--- src/verilog/sbc_wake_params.svh ---
// constants for the wake, inhibit and reset control block
// Functional notes
// - recessive bus state is logic high and the idle state.
// - dominant is logic low; any dominant node overrides recessive.
// - low power standby puts bus terminals in a weak-to-ground third state.
// - test mode routes internal transmit and receive nodes to external pins.
// - frames and configuration travel over the serial interface to the host.
// - regulator enable active in all modes but sleep; high-z in sleep.
// - config bit 9 at 0x0800 set to one suppresses regulator enable.
// - after reset local wake triggers on either edge.
// - config bits 31:30 at 0x0800 select wake edge mode.
// - supply regulator off in sleep, on in every other mode.
// - valid reset restores defaults and enters standby.
// - reset in normal or standby keeps enable and wake request steady; the code raises the wake request on every pin reset, even when it was cleared.
// - reset in sleep enters standby and turns both outputs on.
// - wake request asserts on bus wake, local wake or power on.
`ifndef SBC_WAKE_PARAMS_SVH
`define SBC_WAKE_PARAMS_SVH
`define CFG_ADDR 16'h0800
`define CFG_INH_DIS_BIT 9
`define CFG_EDGE_HI 31
`define CFG_EDGE_LO 30
`define CFG_EDGE_RST 2'h3
`define CFG_INH_DIS_RST 1'h0
`define CLK_MHZ 200
`define PULSE_NS 1000
`define PULSE_CYC ((`PULSE_NS * `CLK_MHZ + 999) / 1000)
`define ACCESS_WAIT_US 700
`define ACCESS_WAIT_CYC (`ACCESS_WAIT_US * `CLK_MHZ)
`endif

--- src/verilog/sbc_wake_pkg.sv ---
// types shared by the wake, inhibit and reset control block
package sbc_wake_pkg;
   typedef enum logic [3:0] {
      MODE_NORMAL = 4'h1,
      MODE_STANDBY = 4'h2,
      MODE_SLEEP = 4'h4,
      MODE_TEST = 4'h8
   } mode_t;
   // edge select encoding is ours: 00 off, 01 rise, 10 fall, 11 both
   typedef enum logic [1:0] {
      EDGE_OFF = 2'h0,
      EDGE_RISE = 2'h1,
      EDGE_FALL = 2'h2,
      EDGE_BOTH = 2'h3
   } edge_sel_t;
   typedef struct packed {
      logic [1:0] edge_sel;
      logic inh_disable;
      logic test_en;
      logic test_phy;
   } cfg_t;
   typedef struct packed {
      logic txd;
      logic rxd;
   } node_pair_t;
endpackage : sbc_wake_pkg

--- src/verilog/wake_edge_detect.sv ---
// local wake edge detector with selectable edge sense
module wake_edge_detect (
   // clock and reset
   input wire logic sys_clk,
   input wire logic rst_b,
   // wake pin and selection
   input wire logic wake_pin,
   input wire logic [1:0] edge_sel,
   // result
   output logic local_rouse_event
);
   logic wake_q;
   logic armed;
   wire rise = wake_pin & ~wake_q;
   wire fall = ~wake_pin & wake_q;
   wire hit = armed & ((edge_sel[0] & rise) | (edge_sel[1] & fall));

   // armed one cycle after reset so the captured pin level is real
   always_ff @(posedge sys_clk or negedge rst_b) begin
      if (!rst_b) begin
         wake_q <= 1'h0;
         armed <= 1'h0;
         local_rouse_event <= 1'h0;
      end else begin
         wake_q <= wake_pin;
         armed <= 1'h1;
         local_rouse_event <= hit;
      end
   end
endmodule : wake_edge_detect

--- src/verilog/sbc_wake_inhibit_reset_control.sv ---
// mode, inhibit, wake request and reset pin control
`include "sbc_wake_params.svh"
module sbc_wake_inhibit_reset_control #(
   parameter int PULSE_CYC = `PULSE_CYC,
   parameter int ACCESS_WAIT_CYC = `ACCESS_WAIT_CYC
) (
   // clock and reset
   input wire logic sys_clk,
   input wire logic rst_b,
   // reset pin from host, active high
   input wire logic reset_pin,
   // mode and configuration from the serial block
   input wire logic mode_wr,
   input wire sbc_wake_pkg::mode_t mode_req,
   input wire logic cfg_wr,
   input wire logic [31:0] cfg_data,
   // wake sources
   input wire logic wake_pin,
   input wire logic bus_wup,
   input wire logic wake_clear,
   // internal nodes
   input wire sbc_wake_pkg::node_pair_t ctrl_node,
   input wire sbc_wake_pkg::node_pair_t phy_node,
   input wire logic test_in_pin,
   // bus driver
   output logic bus_drive_dom,
   output logic bus_bias_weak,
   output logic bus_rx,
   input wire logic bus_level,
   // test pins
   output logic test_out_pin,
   output logic test_out_oe,
   // supplies and wake request
   output logic regulator_enable_out,
   output logic regulator_enable_oe,
   output logic ldo_supply_out,
   output logic rouse_request_n,
   output logic spi_ready,
   output sbc_wake_pkg::mode_t mode
);
   logic rst_s1, rst_s2;
   logic pin_q;
   logic [$clog2(PULSE_CYC+1)-1:0] pulse_cnt;
   logic [$clog2(ACCESS_WAIT_CYC+1)-1:0] wait_cnt;
   sbc_wake_pkg::cfg_t cfg;
   sbc_wake_pkg::mode_t next_mode;
   logic wake_latched;
   logic local_rouse_event;

   // reset release through two flops
   always_ff @(posedge sys_clk or negedge rst_b) begin
      if (!rst_b) begin
         rst_s1 <= 1'h0;
         rst_s2 <= 1'h0;
      end else begin
         rst_s1 <= 1'h1;
         rst_s2 <= rst_s1;
      end
   end

   wake_edge_detect u_wake (
      .sys_clk(sys_clk),
      .rst_b(rst_s2),
      .wake_pin(wake_pin),
      .edge_sel(cfg.edge_sel),
      .local_rouse_event(local_rouse_event)
   );

   // reset pulse accepted on falling edge after enough high cycles
   wire pulse_long = (pulse_cnt >= PULSE_CYC[$bits(pulse_cnt)-1:0]);
   wire pin_reset = pin_q & ~reset_pin & pulse_long;
   wire in_sleep = (mode == sbc_wake_pkg::MODE_SLEEP);
   wire is_test = (mode == sbc_wake_pkg::MODE_TEST) & cfg.test_en;

   always_ff @(posedge sys_clk or negedge rst_s2) begin
      if (!rst_s2) begin
         pin_q <= 1'h0;
         pulse_cnt <= '0;
      end else begin
         pin_q <= reset_pin;
         if (!reset_pin)
            pulse_cnt <= '0;
         else if (!pulse_long)
            pulse_cnt <= pulse_cnt + 1'b1;
      end
   end

   // configuration restored to defaults by any reset
   always_ff @(posedge sys_clk or negedge rst_s2) begin
      if (!rst_s2) begin
         cfg.edge_sel <= `CFG_EDGE_RST;
         cfg.inh_disable <= `CFG_INH_DIS_RST;
         cfg.test_en <= 1'h0;
         cfg.test_phy <= 1'h0;
      end else if (pin_reset) begin
         cfg.edge_sel <= `CFG_EDGE_RST;
         cfg.inh_disable <= `CFG_INH_DIS_RST;
         cfg.test_en <= 1'h0;
         cfg.test_phy <= 1'h0;
      end else if (cfg_wr) begin
         cfg.edge_sel <= cfg_data[`CFG_EDGE_HI:`CFG_EDGE_LO];
         cfg.inh_disable <= cfg_data[`CFG_INH_DIS_BIT];
         cfg.test_en <= cfg_data[21];
         cfg.test_phy <= cfg_data[0];
      end
   end

   // mode selection; wake leaves sleep for standby
   always_comb begin
      next_mode = mode;
      if (pin_reset)
         next_mode = sbc_wake_pkg::MODE_STANDBY;
      else if (in_sleep && (local_rouse_event || bus_wup))
         next_mode = sbc_wake_pkg::MODE_STANDBY;
      else if (mode_wr)
         next_mode = mode_req;
   end

   // decoded mode of the coming cycle
   wire next_normal = (next_mode == sbc_wake_pkg::MODE_NORMAL);
   wire next_standby = (next_mode == sbc_wake_pkg::MODE_STANDBY);
   wire next_sleep = (next_mode == sbc_wake_pkg::MODE_SLEEP);
   wire next_test = (next_mode == sbc_wake_pkg::MODE_TEST);

   wire wake_set = local_rouse_event | bus_wup;
   // a pin reset is a power-on event, so it raises the request as well
   wire wake_hold = wake_latched & ~wake_clear;
   wire next_wake_latched = wake_set | pin_reset | wake_hold;
   wire next_rouse_n = ~(wake_latched | wake_set | pin_reset);
   // the disable bit is back at its default in the reset cycle itself,
   // otherwise a reset from sleep would leave the enable off one cycle
   wire inh_dis_now = pin_reset ? `CFG_INH_DIS_RST : cfg.inh_disable;
   wire next_inh = ~next_sleep & ~inh_dis_now;
   wire dom = is_test ? test_in_pin : ctrl_node.txd;
   wire next_drive_dom = (next_normal | next_test) & ~dom;
   wire next_bias_weak = next_standby | next_sleep;
   wire next_test_out = cfg.test_phy ? phy_node.rxd : ctrl_node.txd;
   wire wait_done = (wait_cnt >= ACCESS_WAIT_CYC[$bits(wait_cnt)-1:0]);
   wire next_spi_ready = ~pin_reset & wait_done;

   // mode and wake request; set beats clear
   always_ff @(posedge sys_clk or negedge rst_s2) begin
      if (!rst_s2) begin
         mode <= sbc_wake_pkg::MODE_STANDBY;
         wake_latched <= 1'h1;
         rouse_request_n <= 1'h0;
      end else begin
         mode <= next_mode;
         wake_latched <= next_wake_latched;
         rouse_request_n <= next_rouse_n;
      end
   end

   // serial access gate after any reset
   always_ff @(posedge sys_clk or negedge rst_s2) begin
      if (!rst_s2) begin
         wait_cnt <= '0;
         spi_ready <= 1'h0;
      end else begin
         if (pin_reset)
            wait_cnt <= '0;
         else if (!spi_ready)
            wait_cnt <= wait_cnt + 1'b1;
         spi_ready <= next_spi_ready;
      end
   end

   // supplies; held on through a reset from normal or standby
   always_ff @(posedge sys_clk or negedge rst_s2) begin
      if (!rst_s2) begin
         regulator_enable_out <= 1'h1;
         regulator_enable_oe <= 1'h0;
         ldo_supply_out <= 1'h1;
      end else begin
         regulator_enable_out <= next_inh;
         regulator_enable_oe <= ~next_inh;
         ldo_supply_out <= ~next_sleep;
      end
   end

   // dominant drives low, recessive released; wired-and on bus
   always_ff @(posedge sys_clk or negedge rst_s2) begin
      if (!rst_s2) begin
         bus_drive_dom <= 1'h0;
         bus_bias_weak <= 1'h1;
         bus_rx <= 1'h1;
      end else begin
         bus_drive_dom <= next_drive_dom;
         bus_bias_weak <= next_bias_weak;
         bus_rx <= bus_level;
      end
   end

   // test pins
   always_ff @(posedge sys_clk or negedge rst_s2) begin
      if (!rst_s2) begin
         test_out_pin <= 1'h1;
         test_out_oe <= 1'h1;
      end else begin
         test_out_pin <= next_test_out;
         test_out_oe <= ~is_test;
      end
   end
endmodule : sbc_wake_inhibit_reset_control

--- config.mk ---
export PLATFORM = sky130hd
export DESIGN_NAME = sbc_wake_inhibit_reset_control
export DESIGN_NICKNAME = d
export VERILOG_FILES = /design/src/verilog/sbc_wake_pkg.sv /design/src/verilog/wake_edge_detect.sv /design/src/verilog/sbc_wake_inhibit_reset_control.sv
export VERILOG_INCLUDE_DIRS = /design/src /design/src/verilog
export SDC_FILE = /design/constraint.sdc
export NUM_CORES = 1
export LEC_CHECK = 0
export BUFFER_PORTS_ARGS = -buffer_cell sky130_fd_sc_hd__buf_2
export CAP_MARGIN = 15
export CORE_AREA = 2 2 103 105
export CTS_CLUSTER_SIZE = 20
export DETAILED_ROUTE_END_ITERATION = 8
export DIE_AREA = 0 0 105 107
export GPL_ROUTABILITY_DRIVEN = 1
export PLACE_DENSITY = 0.41
export SYNTH_ARGS = -nofsm -noshare
export SYNTH_HDL_FRONTEND = slang
export SYNTH_HIERARCHICAL = 1
export SYNTH_SLANG_ARGS = --single-unit
--- constraint.sdc ---
create_clock -name sys_clk -period 1.5 [get_ports sys_clk]
set_input_delay 0.075 -clock sys_clk [delete_from_list [all_inputs] [get_ports sys_clk]]
set_output_delay 0.075 -clock sys_clk [all_outputs]
set_load 0.01 [all_outputs]
==> summary.txt <==
clk_lat worst skew: 300 ps
Ys Warns: 6
Crit Path Max Fanout: 2
pre-CTS WS: -79.2 ps
Combinational Power Share: 0.298
grt ovf: 0
final cycle utilization of the critical path: 1.03
antenna-violating nets left: 0
post-synthesis cell type count: 48
sequential fraction of the synthesis area: 0.533
Synth area leaders: dfrtp_1, dfstp_2, xnor2_1
count of pins over their slew limit: 0
Crit path required time: 1690 ps
MaxCap Viol Count: 0
Net Sw Frac: 0.306
Iter 0 DRT Violations: 38
largest net degree at the start of global routing: 28
Max Buffers Root-to-Sink: 2
initial antenna violation count: 0
Die Ht: 107 um
share of cells above drive strength 1: 0.390
vias per cell: 4.16
clock network power share: 0.241
final setup vio count: 1
Leak: 1.51 nW
asr flop ratio synth: 1.00
vias post-DR: 1847
failing checks: setup timing
Mean Syn Cell Area: 10.9 um2
Layout area overhead: 37.0%
first-pass GRT wire length: 8.89 mm
syn_nets: 279
type of the worst min-delay path: in2reg
final net count: 361
clk sink count: 52
Initial Utilization: 0.244
vias in the first global route: 1832
Worst EP arrival: 1750 ps
antenna cell count: 0
Top FF cell, synth: dfrtp_1
cts bufs inserted: 5
Pwr Density: 1180 nW/um2
fin crit period: 1550 ps
CP Class: reg2reg
Synth Cell Area: 2460 um2
NetSw: 1.21 mW
DIE AREA: 11200 um2
count leader, synth: dfrtp_1
port bufs: 34
register bit count reported by yosys: 52
setup ws final: -52.4 ps
row count: 37
Routed WL: 5.28 mm
Yosys top cell area share: 0.427
die width: 105 um
# IOs: 64
Post-Syn Instances: 225
Core ar.: 10100 um2
GRT Total Usage: 0.0992
startpoint types: flop
Tot Pwr: 3.97 mW
TritonCTS clock tree: done
clock skew: 9.19 ps
HPWL Detailed: 3.87 mm
register clock-pin slew on the reported worst setup and hold paths: 100 ps
status: complete, but fails checks
Routed WL per cell: 11.9 um
Final Hold Fails: 0
drt first pass iters: 4
power share of the sequential group: 0.460
max frequency: 644 MHz
Worst setup EP type: flop
gpl congestion: 0.763
RSZ-0062 raised after global routing: true
DRC: 0
Filler cells: 1080
most frequent cells after synthesis: dfrtp_1, nor2_1, xnor2_1
Max IR drop VDD: 0.378 mV
number of synthesized flops with an enable pin: 0
number of H-tree levels: 2
Pint: 2.75 mW
root buf cell: clkbuf_8
Synth area leader: dfrtp_1
metal layers:
| layer | track usage | vias up | share of wire |
|---|---|---|---|
| li1 | - | 931 | - |
| met1 | 0.134 | 876 | 0.49 |
| met2 | 0.160 | 35 | 0.46 |
| met3 | 0.0188 | 5 | 0.033 |
| met4 | 0.0343 | 0 | 0.012 |
| met5 | 0 | - | 0 |
worst paths after layout:
path                                          from                  endpoint  slack, ps  cells past startpoint
setup / recovery           wait_cnt[1]$_DFFE_PN0P_  wait_cnt[16]$_DFFE_PN0P_        -50                      5
hold / removal                         cfg_data[0]        cfg[0]$_DFFE_PN0P_         10                      3
setup reg to reg           wait_cnt[1]$_DFFE_PN0P_  wait_cnt[16]$_DFFE_PN0P_        -50                      5
hold reg to reg                   rst_s2$_DFF_PN0_        cfg[0]$_DFFE_PN0P_        250                      1
max in group asynchronous         rst_s2$_DFF_PN0_    wake_latched$_DFF_PN1_        920                      1
min in group asynchronous                    rst_b          rst_s2$_DFF_PN0_         70                      2
sequential cells by signal (all words and copies together), names as in the netlist, 4 cells and up:
signal / count
cfg: 5
wait_cnt: 18
mode: 4
pulse_cnt: 8
cell usage in the layout (no fill, tap or decap), types with 9 or more instances in the layout:
cell type,n
buf_2,34
buf_4,35
dfrtp_1,41
dfstp_2,10
dlygate4sd3_1,9
inv_1,12
mux2i_1,10
nand2_1,13
nor2_1,29
xnor2_1,14
power groups by stage:
stage / combinational, mW / clock [mW] / sequential (mW)
6_report: 1.18 / 0.957 / 1.83
5_1_grt: 1.32 / 1.07 / 1.85
4_1_cts: 1.12 / 1.01 / 1.83
3_5_place_dp: 1.08 / 0 / 1.82
3_3_place_gp: 1.07 / 0 / 1.81
2_1_floorplan: 0.512 / 0 / 1.90
worst max-delay path: stages (launching register included):
cell and delay, ps:
dfrtp_1 410, ha_4 160, nand3b_4 70, or4_4 530, o31ai_2 180, a21oi_1 90
metrics by stage:
step                utilization  instance area, um2  instances  setup TNS (ps)  hold slack, ps
floorplan                     -                2470        225            -189            -221
global placement          0.302                3040        422            -169            -136
detailed placement        0.302                3040        422            -135            -136
CTS                       0.325                3280        439           -8.79           0.579
global route              0.334                3370        444            -649            2.95
finish                    0.334                3370        444           -52.4            12.8
final cells by class:
class / instances / area, um2 / area share
multi-input combinational: 152 / 1150 / 0.342
sequential: 52 / 1320 / 0.390
clock inverter: 2 / 35.0 / 0.0104
clock buffer: 6 / 72.6 / 0.0215
inverter: 13 / 48.8 / 0.0145
tap: 136 / 170 / 0.0504
timing repair buffer: 83 / 579 / 0.172
kinds of logic after synthesis:
| group | synth area share |
|---|---|
| simple gates | 0.201 |
| flops | 0.533 |
| compound gates | 0.0863 |
| buf+inv | 0.0355 |
| xor+xnor | 0.0711 |
| mux | 0.0498 |
| fa+ha+maj | 0.0203 |
| other cells | 0.00305 |
what timing repair did:
| item | 4_1_cts | 5_1_grt |
|---|---|---|
| endpoints found under the setup margin | 7 | 28 |
| gates resized for setup | 6 | 13 |
| hold buffers | 9 | 0 |
| pin swaps | 6 | 9 |
| hold endpoints to repair | 10 | 0 |
| buffers inserted | 0 | 5 |
(Power assumes the default switching activity.)
